### config.mk
export PLATFORM = sky130hd
export DESIGN_NAME = diagnostic_step_and_dump
export DESIGN_NICKNAME = d
export VERILOG_FILES = /design/src/verilog/diagnostic_step_and_dump.v /design/src/verilog/dump_word_select.v
export VERILOG_INCLUDE_DIRS = /design/src /design/src/shared
export SDC_FILE = /design/constraint.sdc
export NUM_CORES = 1
export LEC_CHECK = 0
export BUFFER_PORTS_ARGS = -buffer_cell sky130_fd_sc_hd__buf_2
export CORE_UTILIZATION = 25
export CTS_CLUSTER_DIAMETER = 60
export DETAILED_ROUTE_END_ITERATION = 6
export GPL_ROUTABILITY_DRIVEN = 0
export SETUP_SLACK_MARGIN = 0.02
export SYNTH_ARGS = -nofsm -noshare
export SYNTH_HDL_FRONTEND = slang
export SYNTH_SLANG_ARGS = --single-unit
### constraint.sdc
create_clock -name clock -period 2.6 [get_ports clock]
set_input_delay 0.13 -clock clock [delete_from_list [all_inputs] [get_ports clock]]
set_output_delay 0.13 -clock clock [all_outputs]
set_load 0.02 [all_outputs]
### src/shared/diag_regs.vh
// Purpose: constants for the diagnostic step-and-dump control
// Assumes: 18-bit words, bit numbers given low-order first
// Notes:   field positions of the packed state word and return register
`ifndef DIAG_REGS_VH
`define DIAG_REGS_VH

`define WORD_W            18
`define DUMP_WORDS        16
`define DUMP_IDX_W        4
`define DUMP_CNT_W        5
`define STEP_MODE_BIT     6
`define STEP_CNT_W        6
`define STEP_CNT_LSB      0

`define STA_BUSY          0
`define STA_FETCH         1
`define STA_OPERAND       2
`define STA_ALIGN         3
`define STA_ARITH         4
`define STA_NORMALIZE     5
`define STA_WRITE         6
`define STA_INT1          7
`define STA_INT2          8
`define STA_TS1           9
`define STA_TS2           10
`define STA_TS3           11
`define STA_STEP_LSB      12

`define RET_SIGN          0
`define RET_GUARD         1
`define RET_UNUSED        2
`define RET_EXIT_LSB      3
`define RET_EXIT_W        15

`define RST_WORD          18'h00000
`define RST_STEP          6'h00
`define RST_DUMP_CNT      5'h00

`endif

### src/verilog/diagnostic_step_and_dump.v
// Purpose: maintenance-mode stepping and register dump of the coprocessor
// Assumes: core state inputs on the same clock; memory acknowledge is asynchronous
// Notes:   mem_ack is synchronised by two flip-flops before use
//
// What this block does
// RULE_01: start one memory write per dumped word; bump word counter after each.
// RULE_02: state word: busy, six major states, two interrupt phases, time states, step bits.
// RULE_03: bump dump pointer each word; sixteen words land consecutively from argument address.
// RULE_04: word counter carry at sixteen sets dump-done, clears unit, returns control.
// RULE_05: repeated dump-only leaves the suspended instruction untouched.
// RULE_06: step-mode bit set means step the suspended instruction before dumping.
// RULE_07: stepping follows the instruction's own cycle path through the core.
// RULE_08: restart the stopped unit clock before judging whether a step happened.
// RULE_09: count a step at time state 3 phase 2, or phase 2 in arithmetic cycles.
// RULE_10: every alignment, right, multiply/divide, fix and normalize shift is a step.
// RULE_11: decrement the held step count once per counted step.
// RULE_12: software issues the step instruction with the step count in low bits.
// RULE_13: keep stepping while steps remain and no cycle end or interrupt reached.
// RULE_14: at cycle end or interrupt with busy set, stop clock and dump.
// RULE_15: at that point with instruction finished, dump without stopping clock.
// RULE_16: after sixteen words complete the cycle, clear unit, return control.
// RULE_17: next instruction is diagnostic if busy stays set, normal path otherwise.
// RULE_18: return register: sign bit 0, guard bit 1, bit 2 zero, exit address 3-17.
// RULE_19: step-mode bit clear means dump only, without advancing the instruction.
// RULE_20: dumped words follow one fixed order ending with the address register.
// RULE_21: software turns maintenance mode on before any stepping or dumping.
// RULE_22: reset clears word counter, dump-done, step count, maintenance mode, clock idle.
`timescale 1ns/10ps
`default_nettype none
`include "diag_regs.vh"

module diagnostic_step_and_dump #(
  parameter WORD_W = `WORD_W
) (
  input  wire              clock,
  input  wire              rst_n,
  // instruction intake
  input  wire              diagnostic_enable_instruction,
  input  wire              instruction_strobe,
  input  wire [17:0]       instruction_word,
  input  wire [17:0]       argument_address,
  // core state
  input  wire              busy,
  input  wire              fetch_state,
  input  wire              operand_read_state,
  input  wire              alignment_major_state,
  input  wire              arithmetic_major_state,
  input  wire              normalize_state,
  input  wire              write_state,
  input  wire              interrupt_one_state,
  input  wire              interrupt_two_state,
  input  wire              first_time_state,
  input  wire              second_time_state,
  input  wire              third_time_state,
  input  wire              phase_two_pulse,
  input  wire              phase_three_pulse,
  input  wire              unit_clock_active,
  // shift pulses
  input  wire              mantissa_matching_shift_pulse,
  input  wire              second_operand_right_shift,
  input  wire              multiply_divide_shift_pulse,
  input  wire              integer_divide_shift_pulse,
  input  wire              fix_shift_pulse,
  input  wire              leading_zero_shift_pulse,
  // register contents to dump
  input  wire [17:0]       buffer_upper,
  input  wire [17:0]       buffer_lower,
  input  wire [5:0]        shift_count,
  input  wire [11:0]       instruction_low,
  input  wire [17:0]       exponent_a,
  input  wire              a_sign,
  input  wire [16:0]       mant_a_upper,
  input  wire [17:0]       mant_a_lower,
  input  wire [17:0]       exponent_b,
  input  wire              b_sign,
  input  wire [16:0]       mant_b_upper,
  input  wire [17:0]       mant_b_lower,
  input  wire [16:0]       quotient_upper,
  input  wire [17:0]       quotient_lower,
  input  wire [17:0]       adder_upper,
  input  wire [17:0]       adder_lower,
  input  wire              guard_bit,
  input  wire [14:0]       exit_address,
  input  wire [17:0]       operand_pointer_register,
  // memory side
  input  wire              mem_ack,
  output reg               mem_request,
  output reg               mem_write,
  output reg  [17:0]       mem_address,
  output reg  [17:0]       mem_write_data,
  // control back to the core and CPU
  output reg               clock_run,
  output reg               clear_unit,
  output reg               return_control,
  output reg               normal_path,
  output reg               maintenance_mode,
  output reg               dump_done_flag,
  output reg  [5:0]        step_count,
  output reg  [4:0]        output_word_counter,
  output reg  [17:0]       packed_state_word,
  output reg  [17:0]       subroutine_return_register
);

  localparam [4:0] S_IDLE = 5'h01;
  localparam [4:0] S_STEP = 5'h02;
  localparam [4:0] S_REQ  = 5'h04;
  localparam [4:0] S_WAIT = 5'h08;
  localparam [4:0] S_DONE = 5'h10;

  reg  [4:0]        state;
  reg  [4:0]        next_state;
  reg  [17:0]       dump_pointer_register;
  reg               ack_meta;
  reg               ack_sync;
  reg               ack_prev;
  reg               step_armed;
  wire              ack_rise;
  wire              in_arith_cycles;
  wire              step_event;
  wire              cycle_end;
  wire              word_counter_overflow;
  wire [17:0]       state_word;
  wire [17:0]       return_word;
  wire [17:0]       dump_word;
  wire [4:0]        counter_plus;

  // packed state word assembly
  assign state_word[`STA_BUSY]      = busy; // [RULE_02]
  assign state_word[`STA_FETCH]     = fetch_state;
  assign state_word[`STA_OPERAND]   = operand_read_state;
  assign state_word[`STA_ALIGN]     = alignment_major_state;
  assign state_word[`STA_ARITH]     = arithmetic_major_state;
  assign state_word[`STA_NORMALIZE] = normalize_state;
  assign state_word[`STA_WRITE]     = write_state;
  assign state_word[`STA_INT1]      = interrupt_one_state;
  assign state_word[`STA_INT2]      = interrupt_two_state;
  assign state_word[`STA_TS1]       = first_time_state;
  assign state_word[`STA_TS2]       = second_time_state;
  assign state_word[`STA_TS3]       = third_time_state;
  assign state_word[WORD_W-1:`STA_STEP_LSB] = step_count; // [RULE_02]

  // return register layout
  assign return_word = {exit_address, 1'b0, guard_bit, a_sign}; // [RULE_18]

  // the core walks its own cycle path; only its state flags are watched here [RULE_07]
  assign in_arith_cycles = alignment_major_state | arithmetic_major_state | normalize_state;

  assign step_event = (third_time_state & phase_two_pulse & ~in_arith_cycles)     // [RULE_09]
                    | (phase_two_pulse & unit_clock_active & in_arith_cycles)     // [RULE_09]
                    | mantissa_matching_shift_pulse | second_operand_right_shift  // [RULE_10]
                    | multiply_divide_shift_pulse | integer_divide_shift_pulse    // [RULE_10]
                    | fix_shift_pulse | leading_zero_shift_pulse;                 // [RULE_10]

  assign cycle_end = (third_time_state & phase_three_pulse & (normalize_state | write_state))
                   | interrupt_one_state | interrupt_two_state;

  assign counter_plus          = output_word_counter + 5'h01;
  assign word_counter_overflow = counter_plus[`DUMP_CNT_W-1]; // [RULE_04]
  assign ack_rise              = ack_sync & ~ack_prev;

  dump_word_select u_select (
    .word_index               (output_word_counter[`DUMP_IDX_W-1:0]),
    .buffer_upper             (buffer_upper),
    .buffer_lower             (buffer_lower),
    .shift_count              (shift_count),
    .instruction_low          (instruction_low),
    .exponent_a               (exponent_a),
    .a_sign                   (a_sign),
    .mant_a_upper             (mant_a_upper),
    .mant_a_lower             (mant_a_lower),
    .exponent_b               (exponent_b),
    .b_sign                   (b_sign),
    .mant_b_upper             (mant_b_upper),
    .mant_b_lower             (mant_b_lower),
    .quotient_upper           (quotient_upper),
    .quotient_lower           (quotient_lower),
    .adder_upper              (adder_upper),
    .adder_lower              (adder_lower),
    .return_word              (return_word),
    .state_word               (state_word),
    .operand_pointer_register (operand_pointer_register),
    .word                     (dump_word)
  );

  // memory acknowledge synchroniser
  always @(posedge clock or negedge rst_n) begin
    if (!rst_n) begin
      ack_meta <= 1'b0;
      ack_sync <= 1'b0;
      ack_prev <= 1'b0;
    end else begin
      ack_meta <= mem_ack;
      ack_sync <= ack_meta;
      ack_prev <= ack_sync;
    end
  end

  // state transitions
  always @* begin
    next_state = state;
    case (state)
      S_IDLE: begin
        if (instruction_strobe && maintenance_mode && busy) begin // [RULE_17]
          if (instruction_word[`STEP_MODE_BIT])
            next_state = S_STEP; // [RULE_06]
          else
            next_state = S_REQ;  // [RULE_19]
        end
      end
      S_STEP: begin
        if (step_armed && (cycle_end || (step_event && step_count == 6'h01)))
          next_state = S_REQ; // [RULE_13]
      end
      S_REQ:   next_state = S_WAIT;
      S_WAIT: begin
        if (ack_rise)
          next_state = word_counter_overflow ? S_DONE : S_REQ;
      end
      S_DONE:  next_state = S_IDLE;
      default: next_state = S_IDLE;
    endcase
  end

  // main sequencing
  always @(posedge clock or negedge rst_n) begin
    if (!rst_n) begin
      state                  <= S_IDLE;
      dump_pointer_register  <= `RST_WORD;
      step_armed             <= 1'b0;
      mem_request            <= 1'b0;
      mem_write              <= 1'b0;
      mem_address            <= `RST_WORD;
      mem_write_data         <= `RST_WORD;
      clock_run              <= 1'b0; // [RULE_22]
      clear_unit             <= 1'b0;
      return_control         <= 1'b0;
      normal_path            <= 1'b0;
      maintenance_mode       <= 1'b0; // [RULE_22]
      dump_done_flag         <= 1'b0; // [RULE_22]
      step_count             <= `RST_STEP; // [RULE_22]
      output_word_counter    <= `RST_DUMP_CNT; // [RULE_22]
      packed_state_word      <= `RST_WORD;
      subroutine_return_register <= `RST_WORD;
    end else begin
      state                      <= next_state;
      clear_unit                 <= 1'b0;
      return_control             <= 1'b0;
      normal_path                <= 1'b0;
      packed_state_word          <= state_word;
      subroutine_return_register <= return_word;
      if (diagnostic_enable_instruction)
        maintenance_mode <= 1'b1;
      case (state)
        S_IDLE: begin
          if (instruction_strobe && !(maintenance_mode && busy))
            normal_path <= 1'b1; // [RULE_17]
          if (instruction_strobe && maintenance_mode && busy) begin
            step_count             <= instruction_word[`STEP_CNT_W-1:`STEP_CNT_LSB]; // [RULE_12]
            dump_pointer_register  <= argument_address; // [RULE_03]
            output_word_counter    <= `RST_DUMP_CNT;
            dump_done_flag         <= 1'b0;
            step_armed             <= 1'b0;
            // dump-only never touches the clock or the core's state [RULE_05]
            if (instruction_word[`STEP_MODE_BIT])
              clock_run <= 1'b1; // [RULE_08]
          end
        end
        S_STEP: begin
          // the restarted clock must show up before steps are judged [RULE_08]
          if (unit_clock_active)
            step_armed <= 1'b1;
          if (step_armed && step_event && step_count != 6'h00)
            step_count <= step_count - 6'h01; // [RULE_11]
          if (step_armed && cycle_end)
            clock_run <= ~busy; // [RULE_14] [RULE_15]
          else if (step_armed && step_event && step_count == 6'h01)
            clock_run <= 1'b0;
        end
        S_REQ: begin
          mem_request    <= 1'b1; // [RULE_01]
          mem_write      <= 1'b1;
          mem_address    <= dump_pointer_register;
          mem_write_data <= dump_word;
        end
        S_WAIT: begin
          if (ack_rise) begin
            mem_request           <= 1'b0;
            mem_write             <= 1'b0;
            output_word_counter   <= counter_plus; // [RULE_01]
            dump_pointer_register <= dump_pointer_register + 18'h00001; // [RULE_03]
            if (word_counter_overflow)
              dump_done_flag <= 1'b1; // [RULE_04]
          end
        end
        S_DONE: begin
          clear_unit     <= 1'b1; // [RULE_16]
          return_control <= 1'b1; // [RULE_16]
          step_armed     <= 1'b0;
        end
        default: begin
          mem_request <= 1'b0;
          mem_write   <= 1'b0;
        end
      endcase
    end
  end

endmodule

`default_nettype wire

### src/verilog/dump_word_select.v
// Purpose: selects one of the sixteen dumped words by index
// Assumes: all inputs come from logic on the same clock
// Notes:   purely combinational
`timescale 1ns/10ps
`default_nettype none
`include "diag_regs.vh"

module dump_word_select (
  input  wire [3:0]  word_index,
  input  wire [17:0] buffer_upper,
  input  wire [17:0] buffer_lower,
  input  wire [5:0]  shift_count,
  input  wire [11:0] instruction_low,
  input  wire [17:0] exponent_a,
  input  wire        a_sign,
  input  wire [16:0] mant_a_upper,
  input  wire [17:0] mant_a_lower,
  input  wire [17:0] exponent_b,
  input  wire        b_sign,
  input  wire [16:0] mant_b_upper,
  input  wire [17:0] mant_b_lower,
  input  wire [16:0] quotient_upper,
  input  wire [17:0] quotient_lower,
  input  wire [17:0] adder_upper,
  input  wire [17:0] adder_lower,
  input  wire [17:0] return_word,
  input  wire [17:0] state_word,
  input  wire [17:0] operand_pointer_register,
  output reg  [17:0] word
);

  // fixed dump order: buffer, shift/instr, exponent and mantissa A, exponent and mantissa B, quotient, adder, return, state, address
  always @* begin
    case (word_index) // [RULE_20]
      4'h0:    word = buffer_upper;
      4'h1:    word = buffer_lower;
      4'h2:    word = {shift_count, instruction_low};
      4'h3:    word = exponent_a;
      4'h4:    word = {mant_a_upper, a_sign};
      4'h5:    word = mant_a_lower;
      4'h6:    word = exponent_b;
      4'h7:    word = {mant_b_upper, b_sign};
      4'h8:    word = mant_b_lower;
      4'h9:    word = {quotient_upper, b_sign};
      4'ha:    word = quotient_lower;
      4'hb:    word = adder_upper;
      4'hc:    word = adder_lower;
      4'hd:    word = return_word;
      4'he:    word = state_word;
      default: word = operand_pointer_register;
    endcase
  end

endmodule

`default_nettype wire
==> results of run 1 <==
-- synthesized netlist by cell type, types with 4 or more instances --
library cell    n
a222oi_1       24
mux4_2          8
nand3_1        37
nor4_1          4
a211oi_1        8
or3_1           7
buf_4           6
a22o_1         13
clkbuf_1       18
nand2_1       104
a22oi_1        31
nor2_1         35
a32oi_1         4
nor2b_1         8
inv_1          14
nand3b_1        5
a21oi_1        55
nor3_1         12
o21ai_0        53
buf_1           6
mux2i_1         9
a31oi_1        11
o211ai_1        6
a221oi_1       18
a311oi_1        4
dfrtp_1       114
a221o_1         4
buf_2          34
o2bb2ai_1       4
ha_1            7
nand2b_1        9
a21o_1          5
and3_1          7
o22ai_1        19
-- registers in the layout, summed over array words and instances (netlist names), 5 cells and up --
register / count
output_word_counter: 5
dump_pointer_register: 18
state: 5
step_count: 6
mem_address: 18
packed_state_word: 18
mem_write_data: 18
subroutine_return_register: 17
-- cell type report --
cell class,instances,area share (%)
clock inverter,10,0.806
timing repair buffer,491,27.2
sequential,115,27.3
clock buffer,22,4.30
inverter,14,0.498
multi-input combinational,567,35.2
tap,372,4.41
antenna,8,0.190
-- worst min-delay path by stage --
stage / from / end / slack [ns]
after floorplan: rst_n / ack_meta$_DFF_PN0_ / -0.17
after global placement: rst_n / mem_address[2]$_DFFE_PN0P_ / 0.01
after detailed placement: rst_n / mem_address[2]$_DFFE_PN0P_ / 0.01
after CTS: argument_address[1] / dump_pointer_register[1]$_DFFE_PN0P_ / 0.003
after global routing: operand_pointer_register[1] / mem_write_data[1]$_DFFE_PN0P_ / 0.02
final: argument_address[1] / dump_pointer_register[1]$_DFFE_PN0P_ / 0.01
-- routing by layer --
layer  wire length, um  GRT usage (%)  vias up  share of wire [%]
met5                30              0        -              0.086
met4               937           8.18        6                2.7
met3              2580           6.29       56                7.4
met2             17400           41.3      396                 50
met1             13700           28.3     4043                 40
li1                  -              -     3832                  -
-- cells by family after synthesis --
kind of cell	after synthesis	synth area share (%)
buf+inv	78	5.17
xor+xnor	1	0.126
flops	115	41.6
mux	21	4.61
compound gates	285	29.4
fa+ha+maj	7	1.26
simple gates	252	17.8
other cells	1	0.0541
-- repair_timing --
item	in CTS	in global routing
endpoints found under the hold margin	163	0
buffers inserted	0	0
hold buffers	50	0
-- tightest hold or removal path: cells and delay by family --
family                 cells  cell delay, ns
buffers and inverters      1            0.08
and+or+nand+nor            2            0.16
-- stage by stage --
step	total power, W	utilization, %	cell area (um2)	cells	hold slack (ns)
floorplan	0.00490	-	6930	760	-0.166
global placement	0.00633	35.1	9500	1509	0.0118
detailed placement	0.00639	35.1	9500	1509	0.0143
CTS	0.00873	38.9	10500	1591	0.00304
global route	0.00920	38.9	10500	1595	0.0163
finish	0.00866	39.0	10600	1599	0.0132
-- power by group through the flow --
| stage | combinational [W] | sequential (W) | clock, W |
|---|---|---|---|
| 3_3_place_gp | 0.00350 | 0.00282 | 0 |
| 3_5_place_dp | 0.00356 | 0.00283 | 0 |
| 5_1_grt | 0.00394 | 0.00289 | 0.00237 |
| 4_1_cts | 0.00363 | 0.00281 | 0.00229 |
| 6_report | 0.00360 | 0.00282 | 0.00224 |
| 2_1_floorplan | 0.00168 | 0.00322 | 0 |
-- cell usage in the layout (no fill, tap or decap), types with 28 or more instances in the layout --
cell type / instances
a22oi_1: 31
a21oi_1: 55
buf_2: 406
nor2_1: 35
nand3_1: 37
o21ai_0: 53
dfrtp_1: 112
dlygate4sd3_1: 50
nand2_1: 104
buf_4: 28
==> flow_summary.toml, run 1 <==
[synthesis]
yosysTopAreaCellShare_pct = 41.2
syn_inst = 760
seq_area_frac_synth_pct = 41.6
synth_fp_nets = 1096
yosysWarningCount = 0
ys_ff_latch = 115
synth_area_per_cell_um2 = 9.12
synth_edf_count = 0
syn_area_mm2 = 0.00693
yosys-top-cells-area = "dfrtp_1, nand2_1, a21oi_1, o21ai_0, a222oi_1"
async_flop_share_pct = 100
synth_top_cell_by_area = "dfrtp_1"
ys.flop_type = "dfrtp_1"
ys_types = 72

[layout]
drive_gt1_share_pct = 41.3
multi_input_area_mm2 = 0.00372
fillCellCount = 2790
layout.area.seq_mm2 = 0.00289
nets = 1542
area_growth_pct = 52.4

[worst_setup_path]
critPathSlowestCell = "dfrtp_1"
r2r_end = "mem_write_data[7]$_DFFE_PN0P_"
max_stage_delay_ns = 0.44
path_cells = "inv_1 -> ha_4 -> buf_12 -> a2111oi_4 -> nand2_1 -> o22ai_1 -> a21oi_1"
worstReg2RegStart = "output_word_counter[1]$_DFFE_PN0P_"
arrival_ns = 2.59
crit_required_ns = 2.89
critical_path_depth = 7
critical_path_buf_inv_count = 2
start_kind = "register"
cp_max_fo = 31
end_kind = "register"
r2r_setup_slack_ns = 0.29
crit_end = "mem_write_data[7]$_DFFE_PN0P_"
path_class = "register to register"
cp_top_family = "compound AO/OA/AOI/OAI gates"
crit_start = "output_word_counter[1]$_DFFE_PN0P_"
r2r_cells = 7

[min_path]
holdCritPathClass = "primary input to register"
min_path_cells = 3

[clocking]
cts_sinks = 115
ctsResizeCount = 0
clk_path_buf_depth = 2
cts_max_level = 4
root_buffer = "clkbuf_16"
cts_tree = "done"
clk_latency_ns = 0.42
clk_pin_slew_ns = 0.06
cts_buffers = 17

[detailed_routing]
viasPerCell = 5.21
vias = 8333
ant_nets = 0
routed_wl_um = 34700
wl_per_cell_um = 21.7
drtIter0Drc = 633
drc = 0
drt_first_pass_iters = 6

[grt]
grt_overflow_total = 0
grt_pass1_wl_um = 50200
track_usage_pct = 23.8
grt_max_degree = 66
grt_pass1_vias = 8211
antenna_found_initial = 11

[timing]
fin_ws_ns = 0.292
fmax_mhz = 433
relSlewSlack_pct = 52.7
hold_viol_final = 0
worstMarginPinSlew_ns = 0.703
timing.final.crit_share_pct = 88.8
rsz0062_at_grt = "false"
clock_skew_ns = 0.0138
setup_tns_ns = 0
drv_slew = 0
setup_viol_count_final = 0
finalCriticalPeriod_ns = 2.31

[floorplanning]
initial_core_util_pct = 25.6
die_w_um = 168
pin_count = 420
die_y_um = 168
num_rows = 60
dieArea_mm2 = 0.0284
core_area_mm2 = 0.0271

[power_and_ir_drop]
p_per_area_mw_per_mm2 = 820
p_clk_share_pct = 25.9
p_comb_share_pct = 41.6
p_int_w = 0.00509
p_switching_w = 0.00357
cellLeakagePower_nw = 4.85
ir_drop_mv = 0.480
seqPwrFrac_pct = 32.5
swShare_pct = 41.2

[placement]
port_buffers = 407
hpwl_um = 26900
dpl_worst_slack_ns = 0.278

[outcome]
status = "finished clean"

[job]
timing.max_cap.violations = 0
Note: power is estimated with default switching activity, not from simulation.
==> inputs of run 2 (changes only) <==
Settings changed: SYNTH_HIERARCHICAL from default to 1.
Clock period 2.6 ns to 1.95 ns, I/O delays scaled along.
==> run 2 against run 1 <==
  * The flow now finishes with violations (negative setup slack)
  * Sequential power grew 32%
  * Combinational power grew 76%
  * Core utilization grew 2.6 points
  * Non-clock buffer count grew 84
  * Worst setup slack lost 0.40 ns
  * Synthesized cell count grew 1.8%
  * Sequential share of layout area shrank 3.3 points
  * Global-route usage shrank 0.73 points
  * Clock power grew 41%
  * Largest power group unchanged
  * Largest cell class unchanged
  * Die area grew 7.0%
  * Flip-flop and latch count is the same
==> flow_summary.toml, run 2 <==
[outcome]
status = "finished, violations left"
violations = "negative setup slack"

[floorplanning]
num_rows = 62
initial_core_util_pct = 25.6
core_area_mm2 = 0.0289
dieArea_mm2 = 0.0304
die_y_um = 174
pin_count = 420
die_w_um = 174

[synthesis]
seq_area_frac_synth_pct = 38.8
synth.cells.most_frequent = "dfrtp_1, nand2_1, mux2i_1"
synth_edf_count = 0
syn_inst = 774
syn_area_mm2 = 0.00742
synth_top_cell_by_area = "dfrtp_1"
yosysTopAreaCellShare_pct = 38.5
yosysWarningCount = 6
yosys-top-cells-area = "dfrtp_1, mux2i_1, mux2_2, nand2_1, a21oi_1"
synth_area_per_cell_um2 = 9.58
async_flop_share_pct = 100
ys.flop_type = "dfrtp_1"
yosysMostFrequentCell = "dfrtp_1"
ys_types = 82
ys_ff_latch = 115

[timing]
fmax_mhz = 486
rsz0062_at_grt = "true"
hold_viol_final = 0
setup_viol_count_final = 10
fin_ws_ns = -0.106
timing.final.crit_share_pct = 105
drv_slew = 0
clock_skew_ns = 0.0112
worstMarginPinSlew_ns = 0.663
relSlewSlack_pct = 55.7
finalCriticalPeriod_ns = 2.06

[power_and_ir_drop]
cellLeakagePower_nw = 5.49
p_per_area_mw_per_mm2 = 1100
ir_drop_mv = 0.688

[layout]
area_growth_pct = 62.1
final_cell_mix = "buf_2, dfrtp_1, buf_4, nand2_1, nor2_1"
multi_input_area_mm2 = 0.00431
final_cells = 1716
mostFrequentLayoutCell = "buf_2"
nets = 1644
drive_gt1_share_pct = 50.3
fillCellCount = 2878
layout.area.seq_mm2 = 0.00289

[worst_setup_path]
path_class = "register to register"
crit_required_ns = 2.24
crit_start = "output_word_counter[0]$_DFFE_PN0P_"
start_kind = "register"
end_kind = "register"
cp_max_fo = 7
worstReg2RegStart = "output_word_counter[0]$_DFFE_PN0P_"
arrival_ns = 2.35
r2r_setup_slack_ns = -0.11

[clocking]
cts_sinks = 115
clk_latency_ns = 0.42
cts_max_level = 4
cts_tree = "done"
clk_path_buf_depth = 2
clk_pin_slew_ns = 0.06
root_buffer = "clkbuf_16"
cts_buffers = 17

[placement]
port_buffers = 407
dp_cells = 1604
hpwl_um = 28100
dpl_worst_slack_ns = -0.217

[grt]
grt_overflow_total = 0
antenna_found_initial = 9
grt_max_degree = 72
grt_pass1_wl_um = 52500
grt_pass1_vias = 8726
track_usage_pct = 23.0

[detailed_routing]
routed_wl_um = 36100
drc = 0
wl_per_cell_um = 21.0
drt_first_pass_iters = 5
viasPerCell = 5.07
drtIter0Drc = 587
ant_nets = 0
vias = 8708

[job]
timing.max_cap.violations = 0

[min_path]
hold_path_startpoint = "argument_address[14]"
holdCritPathClass = "primary input to register"
-- run 2: changes by cell type after synthesis, moves of 16 or more --
cell | before | now
nand3_1 | 37 | 18
a222oi_1 | 24 | 1
a221oi_1 | 18 | 0
mux2i_1 | 9 | 53
nand2_1 | 104 | 67
mux2_2 | 3 | 34
nor2_1 | 35 | 51
-- run 2: final timing paths --
| kind | endpoint | depth (start not counted) |
|---|---|---|
| setup reg to reg | mem_write_data[15]$_DFFE_PN0P_ | 7 |
| min in group asynchronous | mem_address[10]$_DFFE_PN0P_ | 3 |
| hold / removal | dump_pointer_register[14]$_DFFE_PN0P_ | 3 |
| setup / recovery | mem_write_data[15]$_DFFE_PN0P_ | 7 |
| max in group asynchronous | output_word_counter[2]$_DFFE_PN0P_ | 3 |
| hold reg to reg | ack_sync$_DFF_PN0_ | 0 |
-- run 2: timing repair --
item | in CTS | in global routing
cloned | 1 | 1
endpoints found under the hold margin | 160 | 0
setup endpoints to repair | 21 | 31
hold buffers | 47 | 0
pin swaps | 4 | 14
resized for setup | 25 | 40
setup buffers | 8 | 16
-- run 2: cell families after synthesis --
family,after synthesis,share of synthesized area [%]
AO/OA/AOI/OAI,260,24.9
AND/OR/NAND/NOR,223,16.1
multiplexers,88,12.6
XOR/XNOR,2,0.236
adder cells (fa/ha/maj),4,0.675
other,1,0.0506
flip-flops,115,38.8
buffers and inverters,81,6.65
-- run 2: where the power goes --
group / switching [W] / total, W / internal (W)
clock network: 0.00118 / 0.00316 / 0.00198
logic: 0.00344 / 0.00632 / 0.00288
registers: 0.000560 / 0.00372 / 0.00316
-- run 2: critical path, cell delays in order, from the launching register on --
cell and delay [ns]:
dfrtp_4 0.54, buf_12 0.16, buf_4 0.14, nand2_4 0.08
nor3b_2 0.05, o32a_1 0.34, o32a_1 0.34, mux2_4 0.27
-- run 2: cell type report --
type                       instances  share of cell area, %
clock inverter                     8                  0.843
multi-input combinational        579                   35.8
tap                              384                   3.99
antenna                            8                  0.166
timing repair buffer             575                   30.4
inverter                          23                  0.718
clock buffer                      24                   4.00
sequential                       115                   24.0
-- run 2: metal layers --
metal / vias up / GRT usage, % / wire [um]
met5: - / 0 / 8
met4: 2 / 9.25 / 1140
met3: 56 / 5.07 / 2550
met2: 426 / 40.1 / 18000
met1: 4206 / 27.4 / 14400
li1: 4018 / - / -
-- run 2: through the flow --
step	utilization [%]	power, W	hold WS, ns	TNS [ns]	instance area, um2
after global placement	36.1	0.00946	0.0884	-1.47	10400
after detailed placement	36.1	0.00951	0.0912	-2.15	10400
after global routing	41.6	0.0139	0.0243	-1.88	12000
after CTS	40.4	0.0130	0.00169	-0.0785	11700
after floorplan	-	0.00696	-0.198	0	7430
final	41.6	0.0132	0.0156	-0.508	12000
